### src/hw/tcc_defs.svh
// register offsets, field positions, reset values and counts of the timer
`ifndef TCC_DEFS_SVH
`define TCC_DEFS_SVH

`define TCC_OFF_CTRL_A   4'h0
`define TCC_OFF_CTRL_B   4'h1
`define TCC_OFF_CNT      4'h2
`define TCC_OFF_CMP_A    4'h3
`define TCC_OFF_CMP_B    4'h4
`define TCC_OFF_FLAG     4'h5
`define TCC_OFF_MASK     4'h6
`define TCC_OFF_POWER    4'h7

// timer_control_a fields
`define TCC_ACT_A_HI     7
`define TCC_ACT_A_LO     6
`define TCC_ACT_B_HI     5
`define TCC_ACT_B_LO     4
`define TCC_WGM_LO_HI    1
`define TCC_WGM_LO_LO    0
// timer_control_b fields
`define TCC_FOC_A_BIT    7
`define TCC_FOC_B_BIT    6
`define TCC_WGM2_BIT     3
`define TCC_CS_HI        2
`define TCC_CS_LO        0
// flag, mask and power fields
`define TCC_FLAG_B_BIT   2
`define TCC_FLAG_A_BIT   1
`define TCC_FLAG_OV_BIT  0
`define TCC_POWER_BIT    0

`define TCC_CTRL_RST     8'h00
`define TCC_CNT_RST      8'h00
`define TCC_CMP_RST      8'h00
`define TCC_FLAG_RST     3'h0
`define TCC_BOTTOM       8'h00
`define TCC_MAX          8'hFF

`define TCC_CS_STOP      3'h0
`define TCC_CS_DIV1      3'h1
`define TCC_CS_DIV8      3'h2
`define TCC_CS_DIV64     3'h3
`define TCC_CS_DIV256    3'h4
`define TCC_CS_DIV1024   3'h5
`define TCC_CS_EXT_FALL  3'h6
`define TCC_CS_EXT_RISE  3'h7

`define TCC_PSC_W        10
`define TCC_DIV8_MASK    10'h007
`define TCC_DIV64_MASK   10'h03F
`define TCC_DIV256_MASK  10'h0FF
`define TCC_DIV1024_MASK 10'h3FF

`define TCC_ACT_NONE     2'h0
`define TCC_ACT_TOGGLE   2'h1
`define TCC_ACT_CLEAR    2'h2
`define TCC_ACT_SET      2'h3

`endif

### src/hw/tcc_pkg.sv
// types shared by the timer/counter modules
`include "tcc_defs.svh"
package tcc_pkg;

    typedef enum logic [1:0] {
        TCC_DIR_UP   = 2'b01,
        TCC_DIR_DOWN = 2'b10
    } tcc_dir_e;

    typedef struct packed {
        logic [7:0]            cnt;
        tcc_dir_e              dir;
        logic [7:0]            cmp_a;
        logic [7:0]            cmp_b;
        logic [7:0]            buf_a;
        logic [7:0]            buf_b;
        logic [1:0]            act_a;
        logic [1:0]            act_b;
        logic [2:0]            wgm;
        logic [2:0]            cs;
        logic [2:0]            flags;
        logic [2:0]            mask;
        logic                  gate;
        logic                  blk;
        logic                  oc_a;
        logic                  oc_b;
        logic [`TCC_PSC_W-1:0] psc;
        logic [7:0]            rdata;
        logic [2:0]            irq;
    } tcc_state_s;

    typedef struct packed {
        logic s1;
        logic s2;
        logic s3;
        logic lvl;
        logic rise;
        logic fall;
    } tcc_sync_s;

endpackage : tcc_pkg

### src/hw/tcc_sync.sv
// three-stage pin synchroniser with edge pulses
`timescale 1ns/1ps
module tcc_sync
    import tcc_pkg::*;
(
    input  wire logic ref_clk,
    input  wire logic sys_rst,
    input  wire logic clk_en,
    input  wire logic pin_in,
    output logic      level,
    output logic      rise,
    output logic      fall
);

    tcc_sync_s st_r;
    tcc_sync_s st_nxt;

    always_comb
    begin
        st_nxt      = st_r;
        st_nxt.s1   = pin_in;
        st_nxt.s2   = st_r.s1;
        st_nxt.s3   = st_r.s2;
        // accept a change only once stages two and three agree
        if (st_r.s2 == st_r.s3)
        begin
            st_nxt.lvl = st_r.s3;
        end
        st_nxt.rise = st_nxt.lvl & ~st_r.lvl;
        st_nxt.fall = ~st_nxt.lvl & st_r.lvl;
    end

    always_ff @(posedge ref_clk or posedge sys_rst)
    begin
        if (sys_rst)
        begin
            st_r <= '0;
        end
        else if (clk_en)
        begin
            st_r <= st_nxt;
        end
    end

    assign level = st_r.lvl;
    assign rise  = st_r.rise;
    assign fall  = st_r.fall;

endmodule : tcc_sync

### src/hw/tcc_timer.sv
// 8-bit timer/counter with two compare units and register port
// What this block does
// - 0x00 is bottom, 0xFF is maximum
// - top is 0xFF or compare A
// - tick from prescaler or external pin edge
// - clock select zero stops all ticks
// - counter readable and writable at any time
// - software counter write beats count or clear
// - each tick clears, increments or decrements counter
// - mode bits split over control A and B
// - overflow flag point depends on mode
// - counter compared continuously with both compares
// - match sets compare flag at next tick
// - flag cleared by service or written one
// - three flags in one register, each masked
// - compares double buffered only in PWM modes
// - buffered compare loads at top or bottom
// - software reaches buffer or active compare
// - force strobe makes match in non-PWM modes
// - forced match: no flag, no counter change
// - counter write blocks matches next tick
// - output states kept across mode changes
// - output action field acts at once
// - reset clears output compare states
`timescale 1ns/1ps
`include "tcc_defs.svh"
module tcc_timer
    import tcc_pkg::*;
(
    input  wire logic       ref_clk,
    input  wire logic       sys_rst,
    input  wire logic       clk_en,
    input  wire logic [3:0] reg_addr,
    input  wire logic [7:0] reg_wdata,
    input  wire logic       reg_wr,
    input  wire logic       reg_rd,
    output logic      [7:0] reg_rdata,
    input  wire logic       external_count_pin,
    input  wire logic       ack_overflow,
    input  wire logic       ack_match_a,
    input  wire logic       ack_match_b,
    output logic            irq_overflow,
    output logic            irq_match_a,
    output logic            irq_match_b,
    output logic            compare_output_a,
    output logic            compare_output_b
);

    tcc_state_s st_r;
    tcc_state_s st_nxt;

    logic       ext_rise;
    logic       ext_fall;
    logic       timer_tick;
    logic       pwm_mode;
    logic       fast_mode;
    logic       phase_mode;
    logic       ctc_mode;
    logic [7:0] top_val;
    logic       match_a;
    logic       match_b;
    logic       hit_a;
    logic       hit_b;
    logic       wr_cnt;
    logic       force_a;
    logic       force_b;
    logic [2:0] flag_clr;

    tcc_sync u_pin_sync (
        .ref_clk (ref_clk),
        .sys_rst (sys_rst),
        .clk_en  (clk_en),
        .pin_in  (external_count_pin),
        .level   (),
        .rise    (ext_rise),
        .fall    (ext_fall)
    );

    // mode decode
    // every PWM mode has the low mode bit set
    assign pwm_mode   = st_r.wgm[0];
    assign fast_mode  = (st_r.wgm[1:0] == 2'b11);
    assign phase_mode = (st_r.wgm[1:0] == 2'b01);
    assign ctc_mode   = (st_r.wgm[1:0] == 2'b10);

    assign top_val = (st_r.wgm[2] || ctc_mode) ? st_r.cmp_a : `TCC_MAX;

    // tick source
    // the power gate also holds the tick low
    always_comb
    begin
        timer_tick = 1'b0;
        if (!st_r.gate)
        begin
            case (st_r.cs)
                `TCC_CS_STOP:     timer_tick = 1'b0;
                `TCC_CS_DIV1:     timer_tick = 1'b1;
                `TCC_CS_DIV8:     timer_tick =
                    ((st_r.psc & `TCC_DIV8_MASK) == `TCC_DIV8_MASK);
                `TCC_CS_DIV64:    timer_tick =
                    ((st_r.psc & `TCC_DIV64_MASK) == `TCC_DIV64_MASK);
                `TCC_CS_DIV256:   timer_tick =
                    ((st_r.psc & `TCC_DIV256_MASK) == `TCC_DIV256_MASK);
                `TCC_CS_DIV1024:  timer_tick =
                    ((st_r.psc & `TCC_DIV1024_MASK) == `TCC_DIV1024_MASK);
                `TCC_CS_EXT_FALL: timer_tick = ext_fall;
                default:          timer_tick = ext_rise;
            endcase
        end
    end

    assign match_a = (st_r.cnt == st_r.cmp_a);
    assign match_b = (st_r.cnt == st_r.cmp_b);
    // counter write masks matches at the next tick
    assign hit_a   = timer_tick && match_a && !st_r.blk;
    assign hit_b   = timer_tick && match_b && !st_r.blk;

    assign wr_cnt  = reg_wr && (reg_addr == `TCC_OFF_CNT);
    assign force_a = reg_wr && (reg_addr == `TCC_OFF_CTRL_B) &&
                     reg_wdata[`TCC_FOC_A_BIT] && !pwm_mode;
    assign force_b = reg_wr && (reg_addr == `TCC_OFF_CTRL_B) &&
                     reg_wdata[`TCC_FOC_B_BIT] && !pwm_mode;

    // clear by written one or by service
    assign flag_clr = ({3{reg_wr && (reg_addr == `TCC_OFF_FLAG)}} &
                       reg_wdata[2:0]) |
                      {ack_match_b, ack_match_a, ack_overflow};

    // output state on a match, per mode and action field
    function automatic logic oc_match(
        input logic [1:0] act,
        input logic       oc,
        input logic       pwm,
        input logic       down
    );
        logic v;
        v = oc;
        if (!pwm)
        begin
            case (act)
                `TCC_ACT_TOGGLE: v = ~oc;
                `TCC_ACT_CLEAR:  v = 1'b0;
                `TCC_ACT_SET:    v = 1'b1;
                default:         v = oc;
            endcase
        end
        else if (act == `TCC_ACT_CLEAR)
        begin
            v = down;
        end
        else if (act == `TCC_ACT_SET)
        begin
            v = ~down;
        end
        return v;
    endfunction : oc_match

    // fast PWM restarts the pulse at bottom
    function automatic logic oc_bottom(
        input logic [1:0] act,
        input logic       oc
    );
        logic v;
        v = oc;
        if (act == `TCC_ACT_CLEAR)
        begin
            v = 1'b1;
        end
        else if (act == `TCC_ACT_SET)
        begin
            v = 1'b0;
        end
        return v;
    endfunction : oc_bottom

    always_comb
    begin
        st_nxt       = st_r;
        st_nxt.psc   = st_r.gate ? st_r.psc :
                       st_r.psc + `TCC_PSC_W'(1);
        st_nxt.rdata = 8'h00;
        if (timer_tick)
        begin
            st_nxt.blk = 1'b0;
            if (phase_mode)
            begin
                case (st_r.dir)
                    TCC_DIR_UP:
                    begin
                        if (st_r.cnt == top_val)
                        begin
                            st_nxt.dir = TCC_DIR_DOWN;
                            st_nxt.cnt = st_r.cnt - 8'h01;
                            st_nxt.cmp_a = st_r.buf_a;
                            st_nxt.cmp_b = st_r.buf_b;
                        end
                        else
                        begin
                            st_nxt.cnt = st_r.cnt + 8'h01;
                        end
                    end
                    default:
                    begin
                        if (st_r.cnt == `TCC_BOTTOM)
                        begin
                            st_nxt.dir = TCC_DIR_UP;
                            st_nxt.cnt = st_r.cnt + 8'h01;
                            st_nxt.flags[`TCC_FLAG_OV_BIT] = 1'b1;
                        end
                        else
                        begin
                            st_nxt.cnt = st_r.cnt - 8'h01;
                        end
                    end
                endcase
            end
            else if (fast_mode)
            begin
                st_nxt.dir = TCC_DIR_UP;
                if (st_r.cnt == top_val)
                begin
                    st_nxt.cnt = `TCC_BOTTOM;
                    st_nxt.flags[`TCC_FLAG_OV_BIT] = 1'b1;
                    // load as the count returns to bottom
                    st_nxt.cmp_a = st_r.buf_a;
                    st_nxt.cmp_b = st_r.buf_b;
                    st_nxt.oc_a  = oc_bottom(st_r.act_a, st_r.oc_a);
                    st_nxt.oc_b  = oc_bottom(st_r.act_b, st_r.oc_b);
                end
                else
                begin
                    st_nxt.cnt = st_r.cnt + 8'h01;
                end
            end
            else
            begin
                st_nxt.dir = TCC_DIR_UP;
                if (ctc_mode && match_a)
                begin
                    st_nxt.cnt = `TCC_BOTTOM;
                end
                else
                begin
                    st_nxt.cnt = st_r.cnt + 8'h01;
                end
                if (st_r.cnt == `TCC_MAX)
                begin
                    st_nxt.flags[`TCC_FLAG_OV_BIT] = 1'b1;
                end
            end
            // action field used live, never buffered
            if (hit_a)
            begin
                st_nxt.oc_a = oc_match(st_r.act_a, st_r.oc_a, pwm_mode,
                                       st_r.dir == TCC_DIR_DOWN);
            end
            if (hit_b)
            begin
                st_nxt.oc_b = oc_match(st_r.act_b, st_r.oc_b, pwm_mode,
                                       st_r.dir == TCC_DIR_DOWN);
            end
        end
        // overflow and match flags; set beats any clear below
        st_nxt.flags = st_nxt.flags & ~flag_clr;
        st_nxt.flags[`TCC_FLAG_OV_BIT] = st_nxt.flags[`TCC_FLAG_OV_BIT] |
            (timer_tick && !phase_mode && !fast_mode &&
             st_r.cnt == `TCC_MAX) |
            (timer_tick && fast_mode && st_r.cnt == top_val) |
            (timer_tick && phase_mode && st_r.dir == TCC_DIR_DOWN &&
             st_r.cnt == `TCC_BOTTOM);
        st_nxt.flags[`TCC_FLAG_A_BIT] = st_nxt.flags[`TCC_FLAG_A_BIT] |
            hit_a;
        st_nxt.flags[`TCC_FLAG_B_BIT] = st_nxt.flags[`TCC_FLAG_B_BIT] |
            hit_b;
        // forced match touches only the output state
        if (force_a)
        begin
            st_nxt.oc_a = oc_match(st_r.act_a, st_r.oc_a, 1'b0, 1'b0);
        end
        if (force_b)
        begin
            st_nxt.oc_b = oc_match(st_r.act_b, st_r.oc_b, 1'b0, 1'b0);
        end
        // register writes; mode writes leave oc_a/oc_b alone
        if (reg_wr)
        begin
            if (reg_addr == `TCC_OFF_CTRL_A)
            begin
                st_nxt.act_a = reg_wdata[`TCC_ACT_A_HI:`TCC_ACT_A_LO];
                st_nxt.act_b = reg_wdata[`TCC_ACT_B_HI:`TCC_ACT_B_LO];
                st_nxt.wgm[1:0] =
                    reg_wdata[`TCC_WGM_LO_HI:`TCC_WGM_LO_LO];
            end
            else if (reg_addr == `TCC_OFF_CTRL_B)
            begin
                st_nxt.wgm[2] = reg_wdata[`TCC_WGM2_BIT];
                st_nxt.cs     = reg_wdata[`TCC_CS_HI:`TCC_CS_LO];
            end
            else if (wr_cnt)
            begin
                // software write wins over the count
                st_nxt.cnt = reg_wdata;
                st_nxt.blk = 1'b1;
            end
            else if (reg_addr == `TCC_OFF_CMP_A)
            begin
                st_nxt.buf_a = reg_wdata;
                if (!pwm_mode)
                begin
                    st_nxt.cmp_a = reg_wdata;
                end
            end
            else if (reg_addr == `TCC_OFF_CMP_B)
            begin
                st_nxt.buf_b = reg_wdata;
                if (!pwm_mode)
                begin
                    st_nxt.cmp_b = reg_wdata;
                end
            end
            else if (reg_addr == `TCC_OFF_MASK)
            begin
                st_nxt.mask = reg_wdata[2:0];
            end
            else if (reg_addr == `TCC_OFF_POWER)
            begin
                st_nxt.gate = reg_wdata[`TCC_POWER_BIT];
            end
        end
        // read path; force strobes always read as zero
        if (reg_rd)
        begin
            if (reg_addr == `TCC_OFF_CTRL_A)
            begin
                st_nxt.rdata = {st_r.act_a, st_r.act_b, 2'b00,
                                st_r.wgm[1:0]};
            end
            else if (reg_addr == `TCC_OFF_CTRL_B)
            begin
                st_nxt.rdata = {4'h0, st_r.wgm[2], st_r.cs};
            end
            else if (reg_addr == `TCC_OFF_CNT)
            begin
                st_nxt.rdata = st_r.cnt;
            end
            else if (reg_addr == `TCC_OFF_CMP_A)
            begin
                st_nxt.rdata = st_r.buf_a;
            end
            else if (reg_addr == `TCC_OFF_CMP_B)
            begin
                st_nxt.rdata = st_r.buf_b;
            end
            else if (reg_addr == `TCC_OFF_FLAG)
            begin
                st_nxt.rdata = {5'h00, st_r.flags};
            end
            else if (reg_addr == `TCC_OFF_MASK)
            begin
                st_nxt.rdata = {5'h00, st_r.mask};
            end
            else if (reg_addr == `TCC_OFF_POWER)
            begin
                st_nxt.rdata = {7'h00, st_r.gate};
            end
            else
            begin
                st_nxt.rdata = 8'h00;
            end
        end
        st_nxt.irq = st_nxt.flags & st_nxt.mask;
    end

    always_ff @(posedge ref_clk or posedge sys_rst)
    begin
        if (sys_rst)
        begin
            st_r       <= '0;
            st_r.dir   <= TCC_DIR_UP;
        end
        else if (clk_en)
        begin
            st_r <= st_nxt;
        end
    end

    assign reg_rdata        = st_r.rdata;
    assign irq_overflow     = st_r.irq[`TCC_FLAG_OV_BIT];
    assign irq_match_a      = st_r.irq[`TCC_FLAG_A_BIT];
    assign irq_match_b      = st_r.irq[`TCC_FLAG_B_BIT];
    assign compare_output_a = st_r.oc_a;
    assign compare_output_b = st_r.oc_b;
endmodule : tcc_timer

### config.mk
export PLATFORM = sky130hd
export DESIGN_NAME = tcc_timer
export DESIGN_NICKNAME = d
export VERILOG_FILES = /design/src/hw/tcc_pkg.sv /design/src/hw/tcc_sync.sv /design/src/hw/tcc_timer.sv
export VERILOG_INCLUDE_DIRS = /design/src /design/src/hw
export SDC_FILE = /design/constraint.sdc
export NUM_CORES = 1
export LEC_CHECK = 0
export ABC_AREA = 1
export BUFFER_PORTS_ARGS = -buffer_cell sky130_fd_sc_hd__buf_2
export CORE_ASPECT_RATIO = 0.8
export CORE_MARGIN = 4
export CORE_UTILIZATION = 66
export CTS_CLUSTER_SIZE = 25
export DETAILED_ROUTE_END_ITERATION = 6
export PLACE_DENSITY_LB_ADDON = 0.08
export SLEW_MARGIN = 20
export SYNTH_ARGS = -nofsm -noshare
export SYNTH_HDL_FRONTEND = slang
export SYNTH_SLANG_ARGS = --single-unit
### constraint.sdc
create_clock -name ref_clk -period 4.8 [get_ports ref_clk]
set_input_delay 0.72 -clock ref_clk [delete_from_list [all_inputs] [get_ports ref_clk]]
set_output_delay 0.72 -clock ref_clk [all_outputs]
set_load 0.01 [all_outputs]
# == Yosys cells after proc, flatten, opt, wreduce, memory -nomap -nowiden ==
# Index checks and enable logic that the tools add are counted.
# word_totals
mem_bits_rw,0
mem_count,0
regBits,89
elab_cells,222
romBits,0
latch_bits,0
input_bits,21
# classes
n_reduce_logical,45
n_div,0
add_sub_neg,3
n_shift,0
magnitude_cmp,0
eq_ne,39
bitwise,24
n_mux,85
mul,0
# ops
cell,n
8-bit two-way mux,23
32-bit two-way mux,3
26-bit two-way mux,2
16-bit two-way mux,3
42-bit two-way mux,1
1-bit two-way mux,29
8-bit == test,3
7-bit AND reduction,3
1-bit logical AND,20
10-bit two-way mux,2
18-bit two-way mux,1
3-bit two-way mux,6
"4-bit by 3-bit == test with 1-bit output, second input constant",4
"8-bit == test, second input constant",2
4-bit two-way mux,4
5-bit two-way mux,3
"2-bit == test, second input constant",7
"3-bit == test, second input constant",4
1-bit inverter,12
3-bit nonzero test,4
"10-bit by 1-bit adder with 10-bit output, second input constant",1
"10-bit == test, second input constant",1
2-bit two-way mux,5
3-bit bitwise AND,3
30 further kinds,50

# == Longest topological paths before layout ==
# logic_depth
ltp_word,15
mapped_depth,16
ltp_nobuf,15

# == By module ==
# A second synthesis with hierarchy kept.
# hier_totals
hier_cells,929
area_unflattened_um2,6127.1
# modules_own_cells
mod,seq_area_each_um2,area_each_um2,instances,cells_each
tcc_timer,2078.2,5873.1,1,898
tcc_sync,150.1,254.0,1,31

# == Worst setup path after synthesis ==
# OpenSTA, ideal clock, no wires.
# synth_path
path_type,input -> register
from,input reg_addr[2]
to,register st_r[80] in the netlist's numbering
arrival_ns,1.870
path_slack_ns,2.796
stages,8
setup_ns,0.135
required_ns,4.665
path_cell_list,nor2_1 nand2_1 nor2_1 inv_1 o21ai_0 inv_1 nand2_1 o21ai_0
# synth_via
elab_chain_cells,6
word_cells_on_any_way,8
classes_between,2 x eq/ne; 4 x mux; 2 x reduce/logical
# synth_lines
item,line,rtl
start: declaration,tcc_timer.sv:33,"input wire logic [3:0] reg_addr,"
4-bit by 2-bit == test with 1-bit output (no source line),n/a,
1-bit logical AND,tcc_timer.sv:118,assign wr_cnt = reg_wr && (reg_addr == `TCC_OFF_CNT);
8-bit two-way mux,tcc_timer.sv:299,else if (wr_cnt)
8-bit two-way mux,tcc_timer.sv:294,else if (reg_addr == `TCC_OFF_CTRL_B)
8-bit two-way mux (*),tcc_timer.sv:287,if (reg_addr == `TCC_OFF_CTRL_A)
8-bit two-way mux (*),tcc_timer.sv:285,if (reg_wr)
end signal: assignment,tcc_timer.sv:383,st_r <= st_nxt;
end: declaration,tcc_timer.sv:49,tcc_state_s st_r;
# Mark *: on every way between the ends. The rest lies on a longest branch, timed or not.
# A chain may end at the register's enable or synchronous reset.

# == Final worst setup path ==
# layout_path
from,register st_r[11] in the netlist's numbering
to,register st_r[63] in the netlist's numbering
# layout_via
elab_chain_cells,11
word_cells_on_any_way,14
classes_between,4 x eq/ne; 10 x mux
# layout_lines
item,line,rtl
10-bit == test (no source line) (tied with other cells),n/a,
1-bit case mux with 7 select lines (*),tcc_timer.sv:95,case (st_r.cs)
1-bit two-way mux (*),tcc_timer.sv:93,if (!st_r.gate)
26-bit two-way mux (*),tcc_timer.sv:182,if (timer_tick)
8-bit two-way mux,tcc_timer.sv:316,if (!pwm_mode)
8-bit two-way mux,tcc_timer.sv:313,else if (reg_addr == `TCC_OFF_CMP_B)
8-bit two-way mux,tcc_timer.sv:305,else if (reg_addr == `TCC_OFF_CMP_A)
32-bit two-way mux,tcc_timer.sv:299,
32-bit two-way mux,tcc_timer.sv:294,
32-bit two-way mux,tcc_timer.sv:287,
42-bit two-way mux (*),tcc_timer.sv:285,
# Marked as above.

==> impl_metrics.sql <==
INSERT INTO impl_metrics (metric_group, metric, value, unit) VALUES
('final_layout', 'antennaDiodeCount', '0', ''),
('logic_synthesis', 'yosys_warnings', '0', ''),
('setup_path', 'crit_path_max_incr_delay', '560', 'ps'),
('sta', 'timing.final.setup_violations', '0', ''),
('setup_path', 'cpLargestDelayFamily', 'simple AND/OR/NAND/NOR gates', ''),
('clock_tree', 'cts_tree', 'done', ''),
('routing', 'wl_met3', '1960', 'um'),
('setup_path', 'crit_path_end_kind', 'register', ''),
('routing', 'detail_route.wirelength.met1', '7015', 'um'),
('logic_synthesis', 'synthesized_cell_area', '0.005720', 'mm2'),
('logic_synthesis', 'postSynthCellCount', '831', ''),
('logic_synthesis', 'synthMostInstantiatedCell', 'nand2_1', ''),
('placement', 'dp_hpwl', '12250', 'um'),
('routing', 'firstDrtPassIters', '6', ''),
('sta', 'whs', '454.7', 'ps'),
('grt', 'grt_pass1_vias', '5386', ''),
('floorplanning', 'num_rows', '30', ''),
('setup_path', 'critPathRequiredTime', '5070', 'ps'),
('sta', 'maxSlewHeadroom', '0.3779', ''),
('final_layout', 'final_design_area_no_fill', '0.006078', 'mm2'),
('grt', 'antenna_found_initial', '0', ''),
('logic_synthesis', 'post_synth_num_cell_types', '38', ''),
('sta', 'post_layout_min_period', '2937', 'ps'),
('clock_tree', 'clkSinkCount', '89', ''),
('clock_tree', 'clk_latency', '380', 'ps'),
('floorplanning', 'die_height', '91.27', 'um'),
('routing', 'postRouteWirelength', '16890', 'um'),
('grt', 'grt_pass1_wl', '27340', 'um'),
('logic_synthesis', 'postSynthRegisterBits', '89', ''),
('logic_synthesis', 'post_synth.cell_area_avg', '6.884', 'um2'),
('pwr', 'cellPowerDensity', '457.5', 'mW/mm2'),
('clock_tree', 'clk_pin_slew', '100', 'ps'),
('setup_path', 'worst-path-max-fanout', '16', ''),
('floorplanning', 'die-width', '112.1', 'um'),
('routing', 'detail_route.drc_violations', '0', ''),
('logic_synthesis', 'synth_sequential_area_ratio', '0.3895', ''),
('placement', 'port_buffers', '33', ''),
('routing', 'vias', '5835', ''),
('sta', 'finalClockSkew', '10.05', 'ps'),
('floorplanning', 'starting_density_of_the_core', '0.6773', ''),
('floorplanning', 'io_pins', '34', ''),
('routing', 'drt.antenna.violating_nets', '0', ''),
('sta', 'timing_hold_violations_final', '0', ''),
('clock_tree', 'max-clock-path-buffers', '2', ''),
('clock_tree', 'post_cts_resized', '0', ''),
('hold_path', 'min_delay_worst_type', 'primary input to asynchronous set/reset pin', ''),
('logic_synthesis', 'synth.top_cells.by_count', 'nand2_1 (267), dfrtp_1 (88), inv_1 (82)', ''),
('grt', 'gr-total-overflow', '0', ''),
('final_layout', 'drive_gt1_frac', '0.09574', ''),
('run_status', 'outcome', 'complete, no violations', ''),
('logic_synthesis', 'top_reg_cell_synth', 'dfrtp_1', ''),
('sta', 'final_max_slew_violation_count', '0', ''),
('sta', 'rsz0062_at_grt', 'no', ''),
('clock_tree', 'cts_htree_levels', '3', ''),
('final_layout', 'core_utilization_of_the_finished_layout', '0.7197', ''),
('routing', 'via_per_inst', '6.091', ''),
('setup_path', 'timing.critical_path.cells', 'ha_1, ha_1, a21oi_1, o21bai_1, nand2_1, nand3_1, nor2_2, nand2_2, nand2_2, nand2_1, nand3_1, nand2_1, nand2_1', ''),
('setup_path', 'timing.setup.critical_path_class', 'register to register', ''),
('setup_path', 'cpMaxStageDelayCell', 'nand3_1', ''),
('sta', 'max_freq', '0.3405', 'GHz'),
('grt', 'grt_util_all_layers', '0.3396', ''),
('routing', 'dr.first_iter.drc_count', '768', ''),
('logic_synthesis', 'synth_nets', '857', ''),
('setup_path', 'arrival', '3200', 'ps'),
('sta', 'max_slew.worst_pin.slew', '930.8', 'ps'),
('logic_synthesis', 'netlist.area_leader.share', '0.3850', ''),
('placement', 'pre_cts_slack', '2008', 'ps'),
('floorplanning', 'floorplan.core_area', '0.008446', 'mm2'),
('routing', 'route.met2.wl', '7304', 'um'),
('sta', 'setup-tns-final', '0', 'ps'),
('setup_path', 'crit_buf_inv', '0', '');
report_power, final:
part           leakage, nW  internal (W)  switching (W)  total [W]
clock                0.124      0.000351       0.000298   0.000649
combinational         1.86      0.000355       0.000619   0.000974
sequential            1.16      0.000905       0.000252    0.00116
per-layer routing:
layer,vias up,GRT usage
li1,2710,-
met1,2673,0.4851
met2,389,0.5005
met3,63,0.07528
met4,0,0.1421
met5,-,0
final timing paths:
kind / from / endpoint / slack (ps) / cells after the start
min in group ref_clk: irq_match_a / irq_match_a / 490 / 2
setup / recovery: st_r[11] / st_r[63] / 1860 / 13
setup reg to reg: st_r[11] / st_r[63] / 1860 / 13
max in group asynchronous: sys_rst / st_r[65] / 3440 / 3
hold / removal: sys_rst / st_r[26] / 450 / 2
hold reg to reg: irq_match_a / irq_match_a / 490 / 2
worst reg2reg max path: stages, from the launching register on:
cell and delay (ps):
dfrtp_1 430, ha_1 240, ha_1 200, a21oi_1 170, o21bai_1 130, nand2_1 80, nand3_1 560, nor2_2 130
nand2_2 300, nand2_2 240, nand2_1 130, nand3_1 100, nand2_1 70, nand2_1 50
state kept, by name, indices dropped and copies added, names as in the netlist:
signal             flops
u_pin_sync.st_r        1
u_pin_sync.st_nxt      2
compare_output_b       1
u_pin_sync.level       1
pwm_mode               1
irq_match_b            1
compare_output_a       1
u_pin_sync.fall        1
irq_overflow           1
u_pin_sync.rise        1
irq_match_a            1
reg_rdata              8
st_r                  69
cell type report:
| cell class | instances | area (um2) |
|---|---|---|
| clock inverters | 7 | 125.1 |
| repair buffers | 35 | 180.2 |
| clock buffers | 9 | 123.9 |
| multi-input cells | 616 | 2940 |
| well taps | 112 | 140.1 |
| flip-flops and latches | 89 | 2228 |
| fillers | 698 | 2367 |
| inverters | 90 | 340.3 |
metrics by stage:
stage                     total power (W)  cells
after CTS                        0.002751    958
final                            0.002781    958
after detailed placement         0.002108    942
after global placement           0.002066    942
after global routing             0.002970    958
after floorplan                  0.001852    831
cell usage in the layout (no fill, tap or decap), drive strengths merged, types with 2 or more instances in the layout:
| cell type | synthesis | layout |
|---|---|---|
| a21oi | 57 | 57 |
| a221oi | 3 | 3 |
| a22o | 2 | 2 |
| buf | 21 | 35 |
| bufinv | 0 | 3 |
| clkbuf | 15 | 9 |
| clkinv | 2 | 3 |
| dfrtp | 88 | 88 |
| ha | 5 | 5 |
| inv | 88 | 91 |
| nand2 | 270 | 270 |
| nand3 | 75 | 75 |
| nand4 | 6 | 6 |
| nor2 | 59 | 59 |
| nor3 | 7 | 7 |
| o2111ai | 2 | 2 |
| o211ai | 4 | 4 |
| o21ai | 86 | 86 |
| o21bai | 3 | 3 |
| o22ai | 7 | 7 |
| or2 | 2 | 2 |
| xnor2 | 5 | 5 |
| xor2 | 18 | 18 |
logic make-up after synthesis:
group,share of synthesized area
flip-flops,0.3895
buffers and inverters,0.09646
AND/OR/NAND/NOR,0.3097
AO/OA/AOI/OAI,0.1581
XOR/XNOR,0.03521
adder cells (fa/ha/maj),0.01094
Power figures use the tool's default switching activity.
